$ cat src/bcdc_defines.svh
`ifndef BCDC_DEFINES_SVH
`define BCDC_DEFINES_SVH

// Register offsets (word index on the plain register port)
`define BCDC_OFS_MIN_SEC 2'h0
`define BCDC_OFS_DAY_HOUR 2'h1
`define BCDC_OFS_YEAR_MONTH 2'h2
`define BCDC_OFS_WDAY_CTRL 2'h3

// Control bit positions in the weekday and control word
`define BCDC_BIT_ROUND 13
`define BCDC_BIT_HALT 14
`define BCDC_BIT_LOAD 15

// Reset values
`define BCDC_RST_SEC 8'h00
`define BCDC_RST_MIN 8'h00
`define BCDC_RST_HOUR 8'h00
`define BCDC_RST_DAY 8'h01
`define BCDC_RST_MONTH 8'h01
`define BCDC_RST_YEAR 8'h00
`define BCDC_RST_WDAY 8'h00

// Default scan-cycle length in core clocks (1 ms at 20 MHz)
`define BCDC_SCAN_NS 1000000
`define BCDC_CLK_NS 50
`define BCDC_SCAN_CYC (`BCDC_SCAN_NS / `BCDC_CLK_NS)
// Default second length in core clocks (1 s at 20 MHz)
`define BCDC_SEC_NS 1000000000
`define BCDC_SEC_CYC (`BCDC_SEC_NS / `BCDC_CLK_NS)

`endif

$ cat src/bcdc_pkg.sv
`default_nettype none
package bcdc_pkg;

	// Calendar and time fields, each one BCD byte
	typedef struct packed {
		logic [7:0] year;
		logic [7:0] month;
		logic [7:0] day;
		logic [7:0] hour;
		logic [7:0] min;
		logic [7:0] sec;
		logic [7:0] wday;
	} bcdc_time_s;

	// Register port request
	typedef struct packed {
		logic [1:0] addr;
		logic [15:0] wdata;
		logic wr;
		logic rd;
	} bcdc_req_s;

endpackage
`default_nettype wire

$ cat src/bcdc_clock.sv
`timescale 1ns/1ps
`default_nettype none
`include "bcdc_defines.svh"

// Function
// - Counting advances while halt is clear; while halt is set only a load changes the fields.
// - Seconds and minutes run 00 to 59 BCD and hours 00 to 23 BCD in 24-hour form.
// - Day runs 01 up to the month length with leap years, and month runs 1 to 12 BCD.
// - Year holds the two low decimal digits, 00 to 99 BCD.
// - Weekday runs 00 for Sunday up to 06 for Saturday.
// - Rounding with seconds at 29 or below clears seconds and leaves minutes alone.
// - Rounding with seconds at 30 or above adds one minute and clears seconds.
// - Setting load adopts the written values, resumes counting, and clears load and halt.
// - The visible words are refreshed once every scan cycle while running.
module bcdc_clock #(
	parameter int unsigned SEC_CYC = `BCDC_SEC_CYC,
	parameter int unsigned SCAN_CYC = `BCDC_SCAN_CYC
) (
	input wire logic core_clk,
	input wire logic reset_n,
	input wire logic [1:0] reg_addr,
	input wire logic [15:0] reg_wdata,
	input wire logic reg_wr,
	input wire logic reg_rd,
	output logic [15:0] reg_rdata,
	output logic running
);

	// ****************************************
	// Bus request bundle
	// ****************************************
	bcdc_pkg::bcdc_req_s req;
	assign req = '{addr: reg_addr, wdata: reg_wdata, wr: reg_wr, rd: reg_rd};

	// ****************************************
	// State
	// ****************************************
	bcdc_pkg::bcdc_time_s cnt_q, cnt_d;   // Live counter
	bcdc_pkg::bcdc_time_s shad_q, shad_d; // Software-written values
	bcdc_pkg::bcdc_time_s vis_q, vis_d;   // Visible words
	logic halt_q, halt_d;
	logic load_q, load_d;
	logic round_q, round_d;
	logic [31:0] sec_cnt_q, sec_cnt_d;
	logic [31:0] scan_cnt_q, scan_cnt_d;
	logic [15:0] rdata_q, rdata_d;

	// ****************************************
	// BCD helpers
	// ****************************************
	// Steps one BCD byte; the caller decides where it wraps
	function automatic logic [7:0] bcd_inc(input logic [7:0] v);
		logic [7:0] r;
		r = v;
		if (v[3:0] == 4'h9) begin
			r = {v[7:4] + 4'h1, 4'h0};
		end else begin
			r = {v[7:4], v[3:0] + 4'h1};
		end
		return r;
	endfunction

	// Last day of the month, February following the leap years
	function automatic logic [7:0] month_len(input logic [7:0] mon, input logic [7:0] yr);
		logic leap;
		logic [7:0] r;
		// BCD year divisible by 4: tens even with units 0/4/8, tens odd with 2/6
		leap = yr[4] ? (yr[3:0] == 4'h2 || yr[3:0] == 4'h6)
			: (yr[3:0] == 4'h0 || yr[3:0] == 4'h4 || yr[3:0] == 4'h8);
		case (mon)
			8'h02: r = leap ? 8'h29 : 8'h28;
			8'h04, 8'h06, 8'h09, 8'h11: r = 8'h30;
			default: r = 8'h31;
		endcase
		return r;
	endfunction

	// ****************************************
	// Timing and control decode
	// ****************************************
	wire sec_tick = (sec_cnt_q == SEC_CYC - 1);
	wire scan_tick = (scan_cnt_q == SCAN_CYC - 1);
	wire wr_ctrl = req.wr && (req.addr == `BCDC_OFS_WDAY_CTRL);
	wire do_round = round_q && !halt_q && !load_q;
	wire round_up = (cnt_q.sec >= 8'h30);
	wire advance = sec_tick && !halt_q && !load_q;

	// ****************************************
	// Field wrap decode
	// ****************************************
	// Top value of each field, where it wraps to its bottom; all but year and weekday also carry
	wire [7:0] day_last = month_len(cnt_q.month, cnt_q.year);
	wire sec_last = (cnt_q.sec == 8'h59);
	wire min_last = (cnt_q.min == 8'h59);
	wire hour_last = (cnt_q.hour == 8'h23);
	wire day_last_hit = (cnt_q.day == day_last);
	wire month_last = (cnt_q.month == 8'h12);
	wire year_last = (cnt_q.year == 8'h99);
	wire wday_last = (cnt_q.wday == 8'h06);

	// Next BCD value of each field when it steps without wrapping
	wire [7:0] sec_step = bcd_inc(cnt_q.sec);
	wire [7:0] min_step = bcd_inc(cnt_q.min);
	wire [7:0] hour_step = bcd_inc(cnt_q.hour);
	wire [7:0] day_step = bcd_inc(cnt_q.day);
	wire [7:0] month_step = bcd_inc(cnt_q.month);
	wire [7:0] year_step = bcd_inc(cnt_q.year);
	wire [7:0] wday_step = bcd_inc(cnt_q.wday);

	// ****************************************
	// Write decode
	// ****************************************
	// One strobe per word; only the shadow copy takes the data
	wire wr_min_sec = req.wr && (req.addr == `BCDC_OFS_MIN_SEC);
	wire wr_day_hour = req.wr && (req.addr == `BCDC_OFS_DAY_HOUR);
	wire wr_year_month = req.wr && (req.addr == `BCDC_OFS_YEAR_MONTH);

	// ****************************************
	// Counter next state with carry chain
	// ****************************************
	// Load first, then rounding, then the second tick; carries ripple upward
	always_comb begin
		logic c_min;
		logic c_hour;
		logic c_day;
		logic c_mon;
		logic c_year;
		cnt_d = cnt_q;
		c_min = 1'b0;
		c_hour = 1'b0;
		c_day = 1'b0;
		c_mon = 1'b0;
		c_year = 1'b0;
		if (load_q) begin
			cnt_d = shad_q;
		end else if (do_round) begin
			cnt_d.sec = 8'h00;
			c_min = round_up;
		end else if (advance) begin
			if (sec_last) begin
				cnt_d.sec = 8'h00;
				c_min = 1'b1;
			end else begin
				cnt_d.sec = sec_step;
			end
		end
		if (c_min) begin
			if (min_last) begin
				cnt_d.min = 8'h00;
				c_hour = 1'b1;
			end else begin
				cnt_d.min = min_step;
			end
		end
		if (c_hour) begin
			if (hour_last) begin
				cnt_d.hour = 8'h00;
				c_day = 1'b1;
			end else begin
				cnt_d.hour = hour_step;
			end
		end
		if (c_day) begin
			cnt_d.wday = wday_last ? 8'h00 : wday_step;
			if (day_last_hit) begin
				cnt_d.day = 8'h01;
				c_mon = 1'b1;
			end else begin
				cnt_d.day = day_step;
			end
		end
		if (c_mon) begin
			if (month_last) begin
				cnt_d.month = 8'h01;
				c_year = 1'b1;
			end else begin
				cnt_d.month = month_step;
			end
		end
		if (c_year) begin
			cnt_d.year = year_last ? 8'h00 : year_step;
		end
	end

	// ****************************************
	// Shadow fields, control bits and timers
	// ****************************************
	// Shadow copy takes each written word; the live counter never does
	always_comb begin
		shad_d = shad_q;
		if (wr_min_sec) begin
			{shad_d.min, shad_d.sec} = req.wdata;
		end
		if (wr_day_hour) begin
			{shad_d.day, shad_d.hour} = req.wdata;
		end
		if (wr_year_month) begin
			{shad_d.year, shad_d.month} = req.wdata;
		end
		if (wr_ctrl) begin
			shad_d.wday = req.wdata[7:0];
		end
	end

	// Load and halt clear themselves after a load; a write in the same cycle wins
	always_comb begin
		halt_d = halt_q;
		load_d = load_q;
		if (load_q) begin
			load_d = 1'b0;
			halt_d = 1'b0;
		end
		if (wr_ctrl) begin
			halt_d = req.wdata[`BCDC_BIT_HALT];
			load_d = req.wdata[`BCDC_BIT_LOAD];
		end
	end

	// Rounding request: cleared once applied, a new set in that cycle wins
	always_comb begin
		round_d = round_q;
		if (do_round) begin
			round_d = 1'b0;
		end
		if (wr_ctrl && req.wdata[`BCDC_BIT_ROUND]) begin
			round_d = 1'b1;
		end
	end

	// Second prescaler restarts while halted or loading, so a load starts a full second
	assign sec_cnt_d = (sec_tick || halt_q || load_q) ? 32'h0 : sec_cnt_q + 32'h1;
	// Scan counter runs free; each wrap is one scan cycle
	assign scan_cnt_d = scan_tick ? 32'h0 : scan_cnt_q + 32'h1;

	// ****************************************
	// Visible words, refreshed each scan while not halted
	// ****************************************
	assign vis_d = (scan_tick && !halt_q) ? cnt_q : vis_q;

	// ****************************************
	// Read mux
	// ****************************************
	// Fields from the visible copy, control bits live, zero when no read
	always_comb begin
		rdata_d = 16'h0000;
		if (req.rd) begin
			case (req.addr)
				`BCDC_OFS_MIN_SEC: rdata_d = {vis_q.min, vis_q.sec};
				`BCDC_OFS_DAY_HOUR: rdata_d = {vis_q.day, vis_q.hour};
				`BCDC_OFS_YEAR_MONTH: rdata_d = {vis_q.year, vis_q.month};
				default: begin
					rdata_d = {8'h00, vis_q.wday};
					rdata_d[`BCDC_BIT_ROUND] = round_q;
					rdata_d[`BCDC_BIT_HALT] = halt_q;
					rdata_d[`BCDC_BIT_LOAD] = load_q;
				end
			endcase
		end
	end

	// ****************************************
	// Registers
	// ****************************************
	// Reset image of the calendar and time fields
	localparam bcdc_pkg::bcdc_time_s RST_TIME = '{year: `BCDC_RST_YEAR,
		month: `BCDC_RST_MONTH, day: `BCDC_RST_DAY, hour: `BCDC_RST_HOUR,
		min: `BCDC_RST_MIN, sec: `BCDC_RST_SEC, wday: `BCDC_RST_WDAY};

	// Live counter
	always_ff @(posedge core_clk or negedge reset_n) begin
		if (!reset_n) begin
			cnt_q <= RST_TIME;
		end else begin
			cnt_q <= cnt_d;
		end
	end

	// Software-written shadow copy
	always_ff @(posedge core_clk or negedge reset_n) begin
		if (!reset_n) begin
			shad_q <= RST_TIME;
		end else begin
			shad_q <= shad_d;
		end
	end

	// Visible words
	always_ff @(posedge core_clk or negedge reset_n) begin
		if (!reset_n) begin
			vis_q <= RST_TIME;
		end else begin
			vis_q <= vis_d;
		end
	end

	// Control bits
	always_ff @(posedge core_clk or negedge reset_n) begin
		if (!reset_n) begin
			halt_q <= 1'b0;
			load_q <= 1'b0;
			round_q <= 1'b0;
		end else begin
			halt_q <= halt_d;
			load_q <= load_d;
			round_q <= round_d;
		end
	end

	// Second prescaler and scan counter
	always_ff @(posedge core_clk or negedge reset_n) begin
		if (!reset_n) begin
			sec_cnt_q <= 32'h0;
			scan_cnt_q <= 32'h0;
		end else begin
			sec_cnt_q <= sec_cnt_d;
			scan_cnt_q <= scan_cnt_d;
		end
	end

	// Read data, standing for one cycle after the strobe
	always_ff @(posedge core_clk or negedge reset_n) begin
		if (!reset_n) begin
			rdata_q <= 16'h0000;
		end else begin
			rdata_q <= rdata_d;
		end
	end

	// Registered read data and the run indicator
	assign reg_rdata = rdata_q;
	assign running = !halt_q; // Counting enabled

endmodule
`default_nettype wire

$ cat config.mk
export PLATFORM = sky130hd
export DESIGN_NAME = bcdc_clock
export DESIGN_NICKNAME = d
export VERILOG_FILES = /design/src/bcdc_pkg.sv /design/src/bcdc_clock.sv
export VERILOG_INCLUDE_DIRS = /design/src
export SDC_FILE = /design/constraint.sdc
export NUM_CORES = 1
export LEC_CHECK = 0
export ABC_CLOCK_PERIOD_IN_PS = 4050
export BUFFER_PORTS_ARGS = -buffer_cell sky130_fd_sc_hd__buf_4
export CORE_MARGIN = 2
export CORE_UTILIZATION = 34
export CTS_BUF_LIST = sky130_fd_sc_hd__clkbuf_8
export DETAILED_ROUTE_END_ITERATION = 7
export MAX_ROUTING_LAYER = met4
export SETUP_SLACK_MARGIN = 0.2
export SLEW_MARGIN = 25
export SYNTH_ARGS = -nofsm -noshare
export SYNTH_HDL_FRONTEND = slang
export SYNTH_SLANG_ARGS = --single-unit
export TNS_END_PERCENT = 100
$ cat constraint.sdc
create_clock -name core_clk -period 4.05 [get_ports core_clk]
set_clock_uncertainty 0.2 [all_clocks]
set_input_delay 0.2025 -clock core_clk [delete_from_list [all_inputs] [get_ports core_clk]]
set_output_delay 0.2025 -clock core_clk [all_outputs]
set_load 0.01 [all_outputs]
## Word-level counts from Yosys, hierarchy flattened

Cells that the tools add are included.

| storage, ports and cells | value |
|---|---|
| bits in registers | 251 |
| input bits | 22 |
| word-level logic and storage cells | 170 |

| cells by class | value |
|---|---|
| add/subtract/negate cells | 16 |
| $lt $le $gt $ge | 1 |
| equality and inequality tests | 34 |
| muxes and demuxes | 49 |
| reduce and logical (&&, ||, !) cells | 36 |

Operator list:

| cell | number |
|---|---|
| 2-to-1 mux 8 bit | 24 |
| adder 32 x 1 -> 32 bit, second input constant | 2 |
| 2-to-1 mux 32 bit | 2 |
| adder 4 x 1 -> 4 bit, second input constant | 14 |
| one-hot mux 16 bit (3 select lines) | 1 |
| 2-to-1 mux 40 bit | 1 |
| == test 32 x 15 -> 1 bit, second input constant | 1 |
| == test 32 x 25 -> 1 bit, second input constant | 1 |
| == test 4 bit, second input constant | 8 |
| == test 8 x 3 -> 1 bit, second input constant | 3 |
| 2-to-1 mux 1 bit | 19 |
| inequality test 3 bit, second input constant | 6 |
| == test 8 x 5 -> 1 bit, second input constant | 2 |
| == test 8 x 7 -> 1 bit, second input constant | 2 |
| 2-to-1 mux 16 bit | 1 |
| AND reduction 2 bit | 7 |
| nonzero test 2 bit | 7 |
| logical AND 1 bit | 10 |
| one-hot mux 5 bit (2 select lines) | 1 |
| == test 4 x 3 -> 1 bit, second input constant | 2 |
| == test 8 x 2 -> 1 bit, second input constant | 1 |
| == test 8 x 4 -> 1 bit, second input constant | 1 |
| == test 8 x 6 -> 1 bit, second input constant | 1 |
| == test 8 bit | 1 |
| other kinds (12) | 18 |

## Logic depth before layout (Yosys ltp)

| depth | value |
|---|---|
| word-level depth | 12 |
| mapped depth | 11 |

## Worst setup path before layout

OpenSTA, ideal clock, no wires.

| timing | value |
|---|---|
| path type | reg-to-reg |
| from | reg load_q |
| to | reg cnt_q[37] in the netlist's numbering |
| library setup time | 0.125 ns |
| data arrival time | 2.718 ns |
| data required time | 3.725 ns |
| slack | 1.007 ns |
| cell stages (with the launch flop) | 9 |
| path buffers | 1 |
| period minus slack after synthesis | 3.043 ns |
| cell sequence | dfrtp_1 -> clkbuf_1 -> or2_1 -> or4_1 -> or4_4 -> a211oi_4 -> nand2_2 -> a22o_1 -> mux2_2 |

| between the ends | value |
|---|---|
| longest elaborated chain between the ends | 9 |
| elaborated cells between the ends (all ways) | 12 |
| classes of those cells | eq/ne (1); mux (6); reduce/logical (5) |

RTL lines:

| what | RTL line | RTL |
|---|---|---|
| start, declared | bcdc_clock.sv:42 | `logic load_q, load_d;` |
| start signal, assigned | bcdc_clock.sv:304 | `load_q <= load_d;` |
| zero test 1 bit | bcdc_clock.sv:84, bcdc_clock.sv:86 |  |
| logical AND 1 bit | bcdc_clock.sv:86 | `wire advance = sec_tick && !halt_q && !load_q;` |
| 2-to-1 mux 1 bit | bcdc_clock.sv:139 | `end else if (advance) begin` |
| 2-to-1 mux 1 bit | bcdc_clock.sv:136 | `end else if (do_round) begin` |
| 2-to-1 mux 1 bit | bcdc_clock.sv:134 | `if (load_q) begin` |
| 2-to-1 mux 1 bit | bcdc_clock.sv:147 | `if (c_min) begin` |
| 2-to-1 mux 1 bit | bcdc_clock.sv:155 | `if (c_hour) begin` |
| inequality test 3 bit (no source line) or nonzero test 2 bit (tied branches) | - |  |
| AND reduction 2 bit (no source line) | - |  |
| end signal, assigned | bcdc_clock.sv:274 | `cnt_q <= cnt_d;` |
| end, declared | bcdc_clock.sv:38 | `bcdc_pkg::bcdc_time_s cnt_q, cnt_d;` |

Several ways; a longest one is shown, not always the timed one.
A chain may end at the register's enable or synchronous reset.

## Worst setup path in the final report

| timing | value |
|---|---|
| from | reg cnt_q[8] in the netlist's numbering |
| to | reg cnt_q[49] in the netlist's numbering |

| between the ends | value |
|---|---|
| longest elaborated chain between the ends | 10 |
| elaborated cells between the ends (all ways) | 12 |
| classes of those cells | order compare (1); eq/ne (1); mux (9); reduce/logical (1) |

RTL lines:

| what | RTL line | RTL |
|---|---|---|
| parallel branches: the longest is 3 deep, another holds >= comparator 8 x 6 -> 1 bit | - |  |
| 2-to-1 mux 1 bit (*) | bcdc_clock.sv:136 |  |
| 2-to-1 mux 1 bit (*) | bcdc_clock.sv:134 |  |
| 2-to-1 mux 1 bit (*) | bcdc_clock.sv:147 |  |
| 2-to-1 mux 1 bit (*) | bcdc_clock.sv:155 |  |
| 2-to-1 mux 1 bit (*) | bcdc_clock.sv:163 | `if (c_day) begin` |
| 2-to-1 mux 1 bit (*) | bcdc_clock.sv:172 | `if (c_mon) begin` |
| 2-to-1 mux 8 bit or nonzero test 2 bit (tied branches) | - |  |

Mark *: on every way between the ends.

==> run_results.csv <==
group,metric,value,unit
global_route,grt_max_degree,107,
critical_path,critical-path-max-stage-delay,530,ps
die,core-area,0.0345,mm2
die,die_y,191,um
die,die_w,191,um
global_route,grt_pass1_wl,46500,um
logic_synthesis,synth_warnings,0,
layout,synthToLayoutAreaGrowth,16.6,%
layout,drive_gt1_share,21.6,%
timing,slew_violations,0,
critical_path,reg2reg_depth,8,
routing,first_pass_iters,5,
die,rows,68,
power,seqPwrFrac,49.3,%
placement,dp_cells,1535,
timing,hold_violations,0,
logic_synthesis,synthDominantCellAreaShare,51.5,%
routing,via_per_inst,5.18,
timing,tightest_slew,997,ps
logic_synthesis,yosysSeqAreaShare,52.8,%
critical_path,cp_max_fo,12,
logic_synthesis,synth_edf_count,0,
routing,ant_nets,0,
logic_synthesis,syn_inst,1068,
routing,first_iter_violations,541,
layout,final_cell_mix,"244 x dfrtp_1, 114 x mux2_2, 90 x nand2_1",
power,p_comb_share,12.9,%
job,cap_violations,0,
clock_tree,cts_root_buf,"clkbuf_8",
clock_tree,cts.clk_slew.worst_paths,60,ps
timing,relSlewSlack,33.4,%
routing,drc,0,
power,leakage,6.24,nW
critical_path,critical_path_arrival,3780,ps
die,start_util,34.5,%
logic_synthesis,yosys-top-cells-area,"dfrtp_1 51%, mux2_2 11%, nand2_1 2.8%",
global_route,antenna_found_initial,1,
power,power,6.37,mW
logic_synthesis,yosysUniqueCellTypes,62,
logic_synthesis,syn_avg_cell_area,11.2,um2
clock_tree,worstSkewPairLatency,590,ps
logic_synthesis,netlist_area,0.0119,mm2
logic_synthesis,synth_ff_type,"dfrtp_1",
routing,routed_wl,28500,um
timing,fmax,0.287,GHz
global_route,grt-ovfl-total,0,
critical_path,crit_type,"register to register",
power,switching_share,28.9,%
critical_path,reg2reg_slack,570,ps
layout,diodes,0,
placement,port_buffers,38,
timing,setup_ws,569,ps
logic_synthesis,synth_top_cell_by_area,"dfrtp_1",
clock_tree,clk_path_buf_depth,3,
clock_tree,tritoncts,"yes",
die,ios,39,
layout,fin_util,40.2,%
routing,vias,8465,
logic_synthesis,synthesis.nets,1115,
layout,num-fill-cells,3371,
critical_path,startpoint_type,"register",
global_route,grt_pass1_vias,8472,
clock_tree,cts-resized-gates,0,
clock_tree,cts_sinks,251,
placement,gp_congestion,0.838,
clock_tree,cts_max_level,2,
critical_path,slowest_stage,"or4_1",
critical_path,crit_chain,"ha_1, nand3b_1, or4_1, or4_4, a21boi_2, nand3_1, o2bb2a_1, o211ai_1",
power,power_density,459,mW/mm2
timing,setup_viol,0,
logic_synthesis,ys_async_sr_fraction,100,%
layout,nNetsFinal,1194,
logic_synthesis,synth-seq-cells,251,
timing,rsz0062_at_grt,"no",
global_route,grt_util_all_layers,16.6,%
layout,layout_commonest_cell,"dfrtp_1",
power,p_switching,1.84,mW
critical_path,rr_startpoint,"cnt_q[8]",
timing,fin_setup_tns,0,ps
timing,fin_crit_sh,86.0,%
critical_path,r2r-end,"cnt_q[49]",
placement,dp_slack,544,ps
outcome,status,"finished clean",
layout,seqCellArea,0.00629,mm2
die,fp.dieArea,0.0366,mm2
critical_path,required,4350,ps
clock_tree,cts_buffers,44,
power,clkPwrFrac,37.8,%
layout,finalNonFillerCells,1634,
routing,wl_per_cell,17.4,um
critical_path,end_kind,"register",
hold_path,holdCritPathClass,"input port to async pin",
power,vdd_drop_max,0.414,mV
power,p_int,4.53,mW
timing,period_needed,3480,ps
placement,hpwl,19600,um
layout,multi_input_area,0.00538,mm2
## critical path, delay by kind of cell (launching register included)
family / cells / cell delay (ps)
simple gates: 4 / 1640
compound gates: 3 / 940
flops: 1 / 430
fa+ha+maj: 1 / 170
## cells by family after synthesis
group / count (synthesis) / share of synthesized area [%]
adders and majority gates: 25 / 2.63
DFF: 251 / 52.8
muxes: 135 / 13.7
xor gates and xnor gates: 59 / 4.34
AOI/OAI and AO/OA: 154 / 8.37
buffers and inverters: 70 / 2.21
and+or+nand+nor: 374 / 16.0
## layer usage
layer,vias up,track usage (%),share of wire (%)
met5,-,-,0
met4,0,5.38,2.2
met3,52,3.34,4.2
met2,160,25.1,46
met1,4272,22.4,47
li1,3981,-,-
## how the worst max path moves through the flow
stage / start / endpoint / cells after the start
floorplan: load_q / cnt_q[37] / 8
global placement: cnt_q[9] / cnt_q[49] / 9
detailed placement: cnt_q[9] / cnt_q[49] / 9
CTS: cnt_q[8] / cnt_q[49] / 8
global route: cnt_q[9] / cnt_q[36] / 9
finish: cnt_q[8] / cnt_q[49] / 8
## sequential cells by signal (all words and copies together) (netlist names)
name / cells
cnt_q: 56
sec_cnt_q: 32
load_q: 1
shad_q: 56
scan_cnt_q: 32
round_q: 1
halt_q: 1
vis_q: 56
reg_rdata: 16
## cells in the mapped netlist, types with 5 or more instances
cell type / instances
nand4_1: 17
nand3b_1: 8
and3_1: 25
nand2b_1: 5
nor3_1: 15
nor2b_1: 6
nand2_1: 90
clkbuf_1: 34
nor2_1: 79
a31oi_1: 6
inv_1: 33
nand3_1: 50
xor2_1: 30
o211ai_1: 14
or4_1: 5
a221o_1: 6
mux2i_1: 10
dfstp_2: 6
and2_1: 24
nor3b_1: 7
a22oi_1: 7
nor4_1: 11
dfrtp_1: 245
or3_1: 11
o31ai_1: 6
a211oi_1: 5
xnor2_1: 29
mux2_2: 114
o21ai_0: 49
mux4_2: 11
ha_1: 25
a21oi_1: 32
## through the flow
| stage | cell area, um2 | hold WS, ps |
|---|---|---|
| 2_1_floorplan | 11900 | -293 |
| 3_3_place_gp | 12800 | 119 |
| 3_5_place_dp | 12800 | 127 |
| 4_1_cts | 13900 | 98.0 |
| 5_1_grt | 13900 | 136 |
| 6_report | 13900 | 63.7 |
## area by class of cell
cell class / count / area share, %
inverter: 33 / 0.892
clock inverter: 24 / 1.22
timing repair buffer: 70 / 4.42
clock buffer: 54 / 5.35
sequential: 251 / 45.3
multi-input combinational: 747 / 38.7
tap: 455 / 4.10
## power groups by stage
stage / registers (mW) / logic, mW / clock network, mW
final: 3.14 / 0.821 / 2.41
after global routing: 3.19 / 0.938 / 2.62
after CTS: 3.13 / 0.831 / 2.50
after detailed placement: 3.18 / 0.806 / 0
after global placement: 3.17 / 0.786 / 0
after floorplan: 3.02 / 0.609 / 0
## what timing repair did
action | CTS | global route
hold endpoints to repair | 178 | 0
endpoints found under the setup margin | 0 | 0
hold buffers | 21 | 0
buffers inserted | 0 | 0
No activity file was read; power rests on OpenSTA's default activity.
